--- config.mk ---
export PLATFORM = sky130hd
export DESIGN_NAME = sadc_ctrl
export DESIGN_NICKNAME = d
export VERILOG_FILES = /design/src/core/sadc_pkg.sv /design/src/core/sadc_ctrl.sv /design/src/core/sadc_divider.sv
export SDC_FILE = /design/constraint.sdc
export NUM_CORES = 1
export LEC_CHECK = 0
export ABC_AREA = 1
export BUFFER_PORTS_ARGS = -buffer_cell sky130_fd_sc_hd__buf_2
export CORE_UTILIZATION = 35
export CTS_CLUSTER_SIZE = 28
export DETAILED_ROUTE_END_ITERATION = 7
export GPL_ROUTABILITY_DRIVEN = 1
export PLACE_DENSITY = 0.65
export SYNTH_ARGS = -nofsm -noshare
export SYNTH_HDL_FRONTEND = slang
export SYNTH_SLANG_ARGS = --single-unit
--- constraint.sdc ---
create_clock -name clock -period 3.3 [get_ports clock]
set_input_delay 0.33 -clock clock [delete_from_list [all_inputs] [get_ports clock]]
set_output_delay 0.33 -clock clock [all_outputs]
set_load 0.05 [all_outputs]
--- src/core/sadc_pkg.sv ---
package sadc_pkg;
   localparam logic [7:0] ADDR_PAIR_CFG = 8'hBA;
   localparam logic [7:0] ADDR_CHAN_SEL = 8'hBB;
   localparam logic [7:0] ADDR_CONV_CFG = 8'hBC;
   localparam logic [7:0] ADDR_RESULT = 8'hBE;
   localparam logic [7:0] ADDR_CONV_CTL = 8'hE8;
   localparam logic [7:0] RST_PAIR_CFG = 8'h00;
   localparam logic [7:0] RST_CHAN_SEL = 8'h00;
   localparam logic [7:0] RST_CONV_CFG = 8'hF8;
   localparam logic [7:0] RST_RESULT = 8'h00;
   localparam logic [7:0] RST_CONV_CTL = 8'h00;
   localparam logic [7:0] MASK_PAIR_CFG = 8'h0F;
   localparam logic [7:0] MASK_CHAN_SEL = 8'h07;
   localparam logic [7:0] MASK_CONV_CFG = 8'hFB;
   localparam int CTL_ON = 7;
   localparam int CTL_TRACK = 6;
   localparam int CTL_DONE = 5;
   localparam int CTL_BUSY = 4;
   localparam int CTL_SRC_LO = 1;
   localparam int CTL_WIN = 0;
   localparam int CFG_DIV_LO = 3;
   localparam logic [2:0] SRC_SOFT = 3'h0;
   localparam logic [2:0] SRC_TMR3 = 3'h1;
   localparam logic [2:0] SRC_STROBE = 3'h2;
   localparam logic [2:0] SRC_TMR2 = 3'h3;
   localparam logic [3:0] TRACK_SAR_CLKS = 4'h3;
   localparam logic [3:0] CONV_SAR_CLKS = 4'h8;
   localparam int SETTLE_NS = 800;
   localparam int SYS_CLK_MHZ = 20;
   localparam int SETTLE_CYCLES = (SETTLE_NS * SYS_CLK_MHZ + 999) / 1000;
   typedef enum logic [1:0] {
      SADC_IDLE = 2'b00,
      SADC_TRACK = 2'b01,
      SADC_CONV = 2'b10
   } sadc_state_t;
   typedef struct packed {
      logic wr;
      logic rd;
      logic bit_wr;
      logic [7:0] addr;
      logic [2:0] bit_sel;
      logic [7:0] wdata;
   } sadc_bus_t;
   typedef struct packed {
      logic [2:0] pos;
      logic [2:0] neg;
      logic diff;
      logic neg_used;
   } sadc_mux_t;
endpackage

--- src/core/sadc_ctrl.sv ---
// Function
// - Each pair bit selects two single-ended inputs or an even-plus differential pair.
// - Unused pair and channel register bits read zero and ignore writes.
// - Three-bit select picks an input; differential pair measured when configured.
// - SAR clock is system clock divided by divider field plus one.
// - Gain field picks 0.5, 1, 2 or 4; configuration bit 2 reads zero.
// - Converter-on bit low means shutdown; high means active and accepting starts.
// - Normal track mode tracks continuously except while converting.
// - Done flag sets on completion; only a software zero write clears it.
// - Active bit is high during conversion; its fall at completion sets the done flag, but not its fall when switched off.
// - Writing one to active bit starts only with source 000; zero does nothing.
// - Source field picks software, timer 3, strobe edge, timer 2 or primary start.
// - Low-power mode non-strobe triggers track 3 SAR clocks then convert.
// - Low-power strobe mode tracks while strobe low, converts on rising edge.
// - Window-match flag sets on match and holds until software clears it.
// - Control register supports single-bit writes as well as byte access.
// - Single-ended results are unsigned 0x00 to 0xFF.
// - Differential results are two's complement 0x80 to 0x7F.
// - Conversion lasts at least 8 SAR clocks with active bit high.
// - Active bit fall at completion raises interrupt request, not at shutdown; result then readable.
module sadc_ctrl (
   input wire logic clock,
   input wire logic rst_b,
   input wire sadc_pkg::sadc_bus_t bus,
   output logic [7:0] rdata,
   input wire logic timer3_ovf,
   input wire logic timer2_ovf,
   input wire logic external_strobe,
   input wire logic primary_converter_start_bit,
   input wire logic window_match,
   input wire logic [7:0] sar_code,
   output sadc_pkg::sadc_mux_t mux,
   output logic [1:0] gain_field,
   output logic converter_on,
   output logic tracking,
   output logic sample_hold,
   output logic sar_clock_tick,
   output logic conv_irq
);
   logic [7:0] pair_q;
   logic [7:0] chan_q;
   logic [7:0] cfg_q;
   logic [7:0] result_q;
   logic on_q, tm_q, done_q, win_q;
   logic [2:0] src_q;
   sadc_pkg::sadc_state_t state_q, state_d;
   logic [3:0] phase_q;
   logic [1:0] t3_s, t2_s, st_s, pr_s;
   logic t3_d1, t2_d1, st_d1, pr_d1;
   logic t3_edge, t2_edge, st_rise, pr_edge;
   logic soft_start, trigger, tick, busy, conv_end;
   logic [7:0] ctl_cur, ctl_wr;
   logic ctl_write;
   logic sar_run;

   function automatic logic [7:0] bit_merge(input logic [7:0] cur, input logic [2:0] sel,
                                            input logic val);
      logic [7:0] r;
      r = cur;
      r[sel] = val;
      return r;
   endfunction

   // Bit writes only reach the control register; elsewhere they are dropped.
   function automatic logic reg_hit(input sadc_pkg::sadc_bus_t b, input logic [7:0] a);
      return b.wr && !b.bit_wr && (b.addr == a);
   endfunction

   function automatic logic is_strobe(input logic [2:0] src);
      return src == sadc_pkg::SRC_STROBE;
   endfunction

   assign ctl_cur = {on_q, tm_q, done_q, busy, src_q, win_q};
   assign ctl_write = bus.wr && (bus.addr == sadc_pkg::ADDR_CONV_CTL);
   // Bit writes merge one bit into the current value; byte writes replace it.
   assign ctl_wr = bus.bit_wr ? bit_merge(ctl_cur, bus.bit_sel, bus.wdata[0])
                              : bus.wdata;

   // Masked bits are dropped on write, so reads return zero there.
   always_ff @(posedge clock) begin
      if (!rst_b) begin
         pair_q <= sadc_pkg::RST_PAIR_CFG;
         chan_q <= sadc_pkg::RST_CHAN_SEL;
         cfg_q <= sadc_pkg::RST_CONV_CFG;
      end else begin
         if (reg_hit(bus, sadc_pkg::ADDR_PAIR_CFG)) begin
            pair_q <= bus.wdata & sadc_pkg::MASK_PAIR_CFG;
         end
         if (reg_hit(bus, sadc_pkg::ADDR_CHAN_SEL)) begin
            chan_q <= bus.wdata & sadc_pkg::MASK_CHAN_SEL;
         end
         if (reg_hit(bus, sadc_pkg::ADDR_CONV_CFG)) begin
            cfg_q <= bus.wdata & sadc_pkg::MASK_CONV_CFG;
         end
      end
   end

   // The active and done bits have their own owners; this keeps only the on bit, mode and source.
   always_ff @(posedge clock) begin
      if (!rst_b) begin
         on_q <= 1'b0;
         tm_q <= 1'b0;
         src_q <= 3'h0;
      end else if (ctl_write) begin
         on_q <= ctl_wr[sadc_pkg::CTL_ON];
         tm_q <= ctl_wr[sadc_pkg::CTL_TRACK];
         src_q <= ctl_wr[sadc_pkg::CTL_SRC_LO +: 3];
      end
   end

   // Completion wins over a software clear in the same cycle.
   always_ff @(posedge clock) begin
      if (!rst_b) begin
         done_q <= 1'b0;
      end else if (conv_end) begin
         done_q <= 1'b1;
      end else if (ctl_write && !ctl_wr[sadc_pkg::CTL_DONE]) begin
         done_q <= 1'b0;
      end
   end

   // As with done, a match in the same cycle as a clear leaves the flag set.
   always_ff @(posedge clock) begin
      if (!rst_b) begin
         win_q <= 1'b0;
      end else if (window_match) begin
         win_q <= 1'b1;
      end else if (ctl_write && !ctl_wr[sadc_pkg::CTL_WIN]) begin
         win_q <= 1'b0;
      end
   end

   // Two-stage synchronisers; only the second stage feeds the edge detectors.
   always_ff @(posedge clock) begin
      if (!rst_b) begin
         t3_s <= 2'b00;
         t2_s <= 2'b00;
         st_s <= 2'b00;
         pr_s <= 2'b00;
         t3_d1 <= 1'b0;
         t2_d1 <= 1'b0;
         st_d1 <= 1'b0;
         pr_d1 <= 1'b0;
      end else begin
         t3_s <= {t3_s[0], timer3_ovf};
         t2_s <= {t2_s[0], timer2_ovf};
         st_s <= {st_s[0], external_strobe};
         pr_s <= {pr_s[0], primary_converter_start_bit};
         t3_d1 <= t3_s[1];
         t2_d1 <= t2_s[1];
         st_d1 <= st_s[1];
         pr_d1 <= pr_s[1];
      end
   end

   assign t3_edge = t3_s[1] && !t3_d1;
   assign t2_edge = t2_s[1] && !t2_d1;
   assign st_rise = st_s[1] && !st_d1;
   assign pr_edge = pr_s[1] && !pr_d1;
   // A written zero to the active bit is simply not a start.
   assign soft_start = ctl_write && ctl_wr[sadc_pkg::CTL_BUSY] && (src_q == sadc_pkg::SRC_SOFT);

   // Sources 1xx all follow the primary converter's start, whatever the low bits.
   always_comb begin
      trigger = 1'b0;
      if (src_q[2]) begin
         trigger = pr_edge;
      end else begin
         case (src_q[1:0])
            2'b00: trigger = soft_start;
            2'b01: trigger = t3_edge;
            2'b10: trigger = st_rise;
            2'b11: trigger = t2_edge;
            default: trigger = 1'b0;
         endcase
      end
   end

   // The SAR clock stops as soon as the converter is switched off, even mid-conversion.
   assign sar_run = on_q && (state_q != sadc_pkg::SADC_IDLE);
   sadc_divider u_div (
      .clock(clock),
      .rst_b(rst_b),
      .run(sar_run),
      .div(cfg_q[sadc_pkg::CFG_DIV_LO +: 5]),
      .tick(tick)
   );

   always_comb begin
      state_d = state_q;
      case (state_q)
         sadc_pkg::SADC_IDLE: begin
            // Strobe mode in low power has tracked while low, so the edge converts at once.
            if (on_q && trigger) begin
               if (tm_q && !is_strobe(src_q)) begin
                  state_d = sadc_pkg::SADC_TRACK;
               end else begin
                  state_d = sadc_pkg::SADC_CONV;
               end
            end
         end
         sadc_pkg::SADC_TRACK: begin
            if (tick && (phase_q == sadc_pkg::TRACK_SAR_CLKS - 4'h1)) begin
               state_d = sadc_pkg::SADC_CONV;
            end
         end
         sadc_pkg::SADC_CONV: begin
            if (tick && (phase_q == sadc_pkg::CONV_SAR_CLKS - 4'h1)) begin
               state_d = sadc_pkg::SADC_IDLE;
            end
         end
         default: state_d = sadc_pkg::SADC_IDLE;
      endcase
      if (!on_q) begin
         state_d = sadc_pkg::SADC_IDLE;
      end
   end

   // Triggers are only looked at in idle, so a running conversion is never restarted.
   always_ff @(posedge clock) begin
      if (!rst_b) begin
         state_q <= sadc_pkg::SADC_IDLE;
      end else begin
         state_q <= state_d;
      end
   end

   // Phase counts SAR clocks within the current state and restarts on every change.
   always_ff @(posedge clock) begin
      if (!rst_b || state_d != state_q) begin
         phase_q <= 4'h0;
      end else if (tick) begin
         phase_q <= phase_q + 4'h1;
      end
   end

   // Active reads high from the edge after a start until the edge that ends it.
   assign busy = (state_q != sadc_pkg::SADC_IDLE);
   assign conv_end = on_q && (state_q == sadc_pkg::SADC_CONV) && (state_d == sadc_pkg::SADC_IDLE);

   // The analog SAR supplies a code already in the right format for the selected mode.
   // Software may overwrite the result; a finishing conversion takes priority.
   always_ff @(posedge clock) begin
      if (!rst_b) begin
         result_q <= sadc_pkg::RST_RESULT;
      end else if (conv_end) begin
         result_q <= sar_code;
      end else if (reg_hit(bus, sadc_pkg::ADDR_RESULT)) begin
         result_q <= bus.wdata;
      end
   end

   // The request rises on the same edge as the done flag and the result, so the result is already readable.
   always_ff @(posedge clock) begin
      if (!rst_b) begin
         conv_irq <= 1'b0;
      end else begin
         conv_irq <= conv_end;
      end
   end

   // An odd channel in a differential pair measures the whole pair.
   always_comb begin
      mux.diff = pair_q[chan_q[2:1]];
      mux.pos = mux.diff ? {chan_q[2:1], 1'b0} : chan_q[2:0];
      mux.neg = {chan_q[2:1], 1'b1};
      mux.neg_used = mux.diff;
   end

   assign gain_field = cfg_q[1:0];
   assign converter_on = on_q;
   assign sar_clock_tick = tick;
   assign sample_hold = on_q && (state_q == sadc_pkg::SADC_CONV);

   // Tracking is reported only while the converter is on.
   always_comb begin
      if (!on_q) begin
         tracking = 1'b0;
      end else if (!tm_q) begin
         tracking = (state_q != sadc_pkg::SADC_CONV);
      end else if (is_strobe(src_q)) begin
         tracking = (state_q == sadc_pkg::SADC_IDLE) && !st_s[1];
      end else begin
         tracking = (state_q == sadc_pkg::SADC_TRACK);
      end
   end

   // Reads have no side effects; flags change only on a write or an event.
   always_comb begin
      case (bus.addr)
         sadc_pkg::ADDR_PAIR_CFG: rdata = pair_q;
         sadc_pkg::ADDR_CHAN_SEL: rdata = chan_q;
         sadc_pkg::ADDR_CONV_CFG: rdata = cfg_q;
         sadc_pkg::ADDR_RESULT: rdata = result_q;
         sadc_pkg::ADDR_CONV_CTL: rdata = ctl_cur;
         default: rdata = 8'h00;
      endcase
   end
endmodule

--- src/core/sadc_divider.sv ---
module sadc_divider (
   input wire logic clock,
   input wire logic rst_b,
   input wire logic run,
   input wire logic [4:0] div,
   output logic tick
);
   logic [4:0] cnt_q;

   // The divider restarts whenever the converter is idle so every phase is whole.
   always_ff @(posedge clock) begin
      if (!rst_b || !run) begin
         cnt_q <= 5'h0_0;
      end else if (cnt_q >= div) begin
         cnt_q <= 5'h0_0;
      end else begin
         cnt_q <= cnt_q + 5'h0_1;
      end
   end

   assign tick = run && (cnt_q >= div);
endmodule

== After elaboration in Yosys (flattened, before gate mapping) ==
Index checks and enable logic that the tools add are counted.

* Register bits after elaboration: 53
* Latch bits: 0
* RAM bits: 0
* ROM bits: 0
* Output and inout port bits: 23
* Word-level logic and storage cells: 113
* Memories kept: 0

* Add/sub/neg operators: 2
* Multipliers: 0
* Divide/modulo/power cells: 0
* Order comparisons: 4
* Eq/ne operators: 15
* Shifts and indexed selects: 0
* Multiplexer cells: 25
* Bitwise operators: 0
* Reduce and logical (&&, ||, !) cells: 46

{| class="wikitable"
|+ Operators with widths
! operator !! number
|-
| $eq A8 B8 Y1 const B || 5
|-
| $pmux W8 S5 || 1
|-
| $logic_and A1 B1 Y1 || 24
|-
| $mux W8 || 3
|-
| $logic_not A1 Y1 || 11
|-
| $mux W1 || 11
|-
| $mux W2 || 5
|-
| $bwmux W8 || 1
|-
| $reduce_bool A2 Y1 || 4
|-
| $eq A2 B2 Y1 const B || 3
|-
| $logic_not A2 Y1 || 3
|-
| $pmux W2 S3 || 1
|-
| $add A5 B1 Y5 const B || 1
|-
| $ge A5 B5 Y1 || 1
|-
| $add A4 B1 Y4 const B || 1
|-
| $eq A2 B1 Y1 const B || 2
|-
| $eq A4 B2 Y1 const B || 1
|-
| $eq A4 B3 Y1 const B || 1
|-
| $lt A2 B4 Y1 const B || 1
|-
| $lt A3 B4 Y1 const B || 1
|-
| $pmux W1 S4 || 1
|-
| $demux W1 S3 || 1
|-
| $eq A3 B2 Y1 const B || 1
|-
| $ge A3 B1 Y1 const B || 1
|-
| other kinds (6) || 7
|}

== Depth between registers and ports, before layout ==
* Depth in word-level cells: 17
* Gate-level depth with buffers: 15

== Modules after synthesis ==
Synthesis repeated with hierarchy kept, for this count alone.

* Cell total of the unflattened synthesis: 405
* Area, all modules: 2,882.8 um2

{| class="wikitable"
|+ By module, submodules not included
! module !! times used !! cells an instance !! area each (um2) !! sequential area each (um2)
|-
| sadc_ctrl || 1 || 361 || 2,547.4 || 960.9
|-
| sadc_divider || 1 || 44 || 335.3 || 100.1
|}

== Worst setup path before layout ==
Ideal clock, no wire load.

* Path kind: register to output
* Start: register on_q (netlist: converter_on)
* End: output tracking
* Arrival time: 2.046 ns
* Slack: 0.924 ns
* Cell stages (with the launch flop): 3
* Path buffers: 0
* Cell sequence: dfxtp_1 > inv_2 > a211oi_1

* Word-level cells in the longest chain between the ends: 1

{| class="wikitable"
|+ RTL lines
! what !! line !! text
|-
| start: declaration || sadc_ctrl.sv:44 || <nowiki>logic on_q, tm_q, done_q, win_q;</nowiki>
|-
| start signal: assignment || sadc_ctrl.sv:105 || <nowiki>on_q <= ctl_wr[sadc_pkg::CTL_ON];</nowiki>
|-
| $mux W1 || sadc_ctrl.sv:277 || <nowiki>if (!on_q) begin</nowiki>
|-
| end: declaration || sadc_ctrl.sv:35 || <nowiki>output logic tracking,</nowiki>
|}

Every way passes these cells.

== Worst setup path in the final report ==
* Start: register cfg_q[7]
* End: output sar_clock_tick

* Word-level cells in the longest chain between the ends: 2

{| class="wikitable"
|+ RTL lines
! what !! line !! text
|-
| start: declaration || sadc_ctrl.sv:42 || <nowiki>logic [7:0] cfg_q;</nowiki>
|-
| start signal: assignment || sadc_ctrl.sv:84 || <nowiki>cfg_q <= sadc_pkg::RST_CONV_CFG;</nowiki>
|-
| start signal: assignment || sadc_ctrl.sv:93 || <nowiki>cfg_q <= bus.wdata & sadc_pkg::MASK_CONV_CFG;</nowiki>
|-
| $ge A5 B5 Y1 || sadc_divider.sv:21 || <nowiki>assign tick = run && (cnt_q >= div);</nowiki>
|-
| $logic_and A1 B1 Y1 || sadc_divider.sv:21 ||
|-
| end: declaration || sadc_ctrl.sv:37 || <nowiki>output logic sar_clock_tick,</nowiki>
|}

Every way passes these cells.

==> impl_metrics.ini <==
[outcome]
outcome = completed

[critical_path]
path_cells = inv_1 -> ha_1 -> nand2_1 -> o21a_1 -> nand3_1 -> nand2_1 -> inv_1 -> buf_2
crit_path_top_delay_cell = dfxtp_1
slowest_delay_ps = 320
path_class = reg2out
end_kind = output pin
required_ps = 2970
cp_max_fo = 6
critPathLaunchType = register
worstPathArrival_ps = 1970

[finish]
layout.nets = 520
drive_gt1_share_pct = 21.6
final_cells = 581
n_fill_cell = 868
antenna_cells = 0
synthToLayoutAreaGrowth_pct = 14.4

[floorplanning]
io_pins = 60
initial_core_util_pct = 36.2
rows = 33
die_h_um = 94.2
coreArea_mm2 = 0.00822
dieWidth_um = 94.2
die_area_mm2 = 0.00888

[place]
hpwl_um = 5550
gp_congestion = 0.791
io_buffers = 57
dp.cells = 573

[timing]
final.setup.tns_ps = 0
finalSetupViolCount = 0
finalHoldViolCount = 0
slew_viol_final = 0
slew_headroom_pct = 40.0
timing_worst_slew_pin_value_ps = 899
skew_ps = 7.95
fmax_mhz = 435
finalCritPeriodShare_pct = 69.7
rsz0062_at_grt = no
period_needed_ps = 2300

[clocking]
cts_root_buf = clkbuf_8
cts_tree = yes
clock_sinks = 53
path_clk_slew_ps = 100
clk_latency_ps = 310
clockBufferDepth = 2
cts_setup_buffers = 0
cts_hold_buf = 0
cts_max_level = 2
cts_buffers = 5
post_cts_resized = 0

[detailed_routing]
vias_per_cell = 4.87
wl_per_cell_um = 12.6
drt_iter0_drc = 130
routed_wl_um = 7310
antenna_left = 0
firstDrtPassIters = 4
remaining_drc_errors = 0
num_vias = 2831

[global_routing]
grt_max_degree = 25
grt_first_pass_wirelength_um = 11800
first_global_vias = 2509
grt_remaining_overflow = 0
antenna_found_initial = 0
grt_use_total_pct = 17.0

[synthesis]
synth_edf_count = 0
synth_area_mm2 = 0.00298
synthArstFlopShare_pct = 0
netlist_instances = 427
ys.flop_type = dfxtp_1
ys_seq_elements = 53
synthDistinctLibCells = 40
seq_area_frac_synth_pct = 35.6
syn_nets = 472
ys_warn_count = 0
synth.avg_cell_area_um2 = 6.97

[min_path]
min_path_type = in2reg

[power]
power_density_mw_per_mm2 = 349
p_leak_nw = 1.62
finalPower_mw = 1.19
vdd_drop_max_uv = 145

[run]
cap_viol_max_count = 0
[power by group]
part | switching (mW) | total [mW] | internal (mW)
Sequential | 0.00295 | 0.649 | 0.646
Clock | 0.225 | 0.454 | 0.228
Combinational | 0.0569 | 0.0842 | 0.0273
Total | 0.285 | 1.19 | 0.902
[final timing paths]
path	endpoint	start	cells after the start	slack, ps
max	sar_clock_tick	cfg_q[7]	8	1000
min	t2_s[0]	timer2_ovf	3	190
max reg2reg	phase_q[0]	cfg_q[7]	12	1230
min reg2reg	st_s[1]	st_s[0]	2	420
[registers in the layout (all words and copies together) (netlist names), 2 cells and up]
| name | cells |
|---|---|
| result_q | 8 |
| state_q | 2 |
| chan_q | 3 |
| pair_q | 4 |
| st_s | 2 |
| src_q | 3 |
| t2_s | 2 |
| phase_q | 4 |
| u_div.cnt_q | 5 |
| pr_s | 2 |
| t3_s | 2 |
| cfg_q | 7 |
[per-stage QoR]
stage          utilization [%]  worst slack (ps)  cell area, um2  hold WS (ps)
2_1_floorplan                -               924            2980           390
3_3_place_gp              40.1              1130            3290           403
3_5_place_dp              40.1              1090            3290           400
4_1_cts                   41.4               980            3410           186
5_1_grt                   41.4               816            3410           202
6_report                  41.4              1000            3410           189
[cells in the mapped netlist, drive strengths merged (2+ instances only)]
master	number	area share [%]
a211oi	3	0.76
a21oi	32	6.4
a221oi	2	0.59
a31oi	6	1.3
buf	11	2.9
clkbuf	6	0.76
dfxtp	53	36
ha	8	3.4
inv	72	9.1
nand2	102	13
nand3	40	8.7
nand4	7	2.0
nor2	37	5.4
nor3	11	2.0
o2111ai	2	0.59
o21ai	19	3.2
o221ai	3	0.88
xor2	4	1.2
[cells by family (layout without fill, tap and decap cells)]
family,Yosys count,in the layout,synth area share [%]
compound gates,72,72,14.9
fa+ha+maj,8,8,3.36
buf+inv,89,138,12.7
simple gates,200,200,32.1
other cells,1,1,0.126
flops,53,53,35.6
xor+xnor,4,4,1.18
[metal layers]
layer,up-vias,share of wire (%),global-route usage [%]
li1,1475,-,-
met2,72,46,27.6
met5,-,0,0
met4,0,0.70,3.46
met1,1280,48,23.5
met3,4,5.7,2.99
[final cells by class]
type / count / area [um2] / share of cell area [%]
clock buffer: 6 / 72.6 / 2.13
clock inverter: 2 / 38.8 / 1.14
inverter: 72 / 270 / 7.94
multi-input combinational: 285 / 1540 / 45.2
sequential: 53 / 1060 / 31.2
tap: 105 / 131 / 3.86
timing repair buffer: 58 / 293 / 8.60
[cell usage in the layout, fill, tap and decap left out, drive strengths merged]
master   Yosys  layout
nor3        11      11
a31oi        6       6
xor2         4       4
dfxtp       53      53
o31ai        1       1
o211ai       1       1
nor3b        1       1
a211oi       3       3
or2          1       1
bufinv       0       1
nor2        37      37
inv         72      72
o32ai        1       1
nor4         1       1
nand4        7       7
nand2      102     102
a221oi       2       2
clkinv       0       1
a21oi       32      32
o21ai       19      19
buf         11      58
o221ai       3       3
conb         1       1
o21a         1       1
o2111ai      2       2
clkbuf       6       6
ha           8       8
o22ai        1       1
nand3       40      40
[critical path: cells and delay by family (launching register included)]
family                     cells  cell delay [ps]
DFF                            1              320
buffers and inverters          3              470
adders and majority gates      1              310
AOI/OAI and AO/OA              1              190
and+or+nand+nor                3              360
Note: power is estimated with default switching activity, not from simulation.
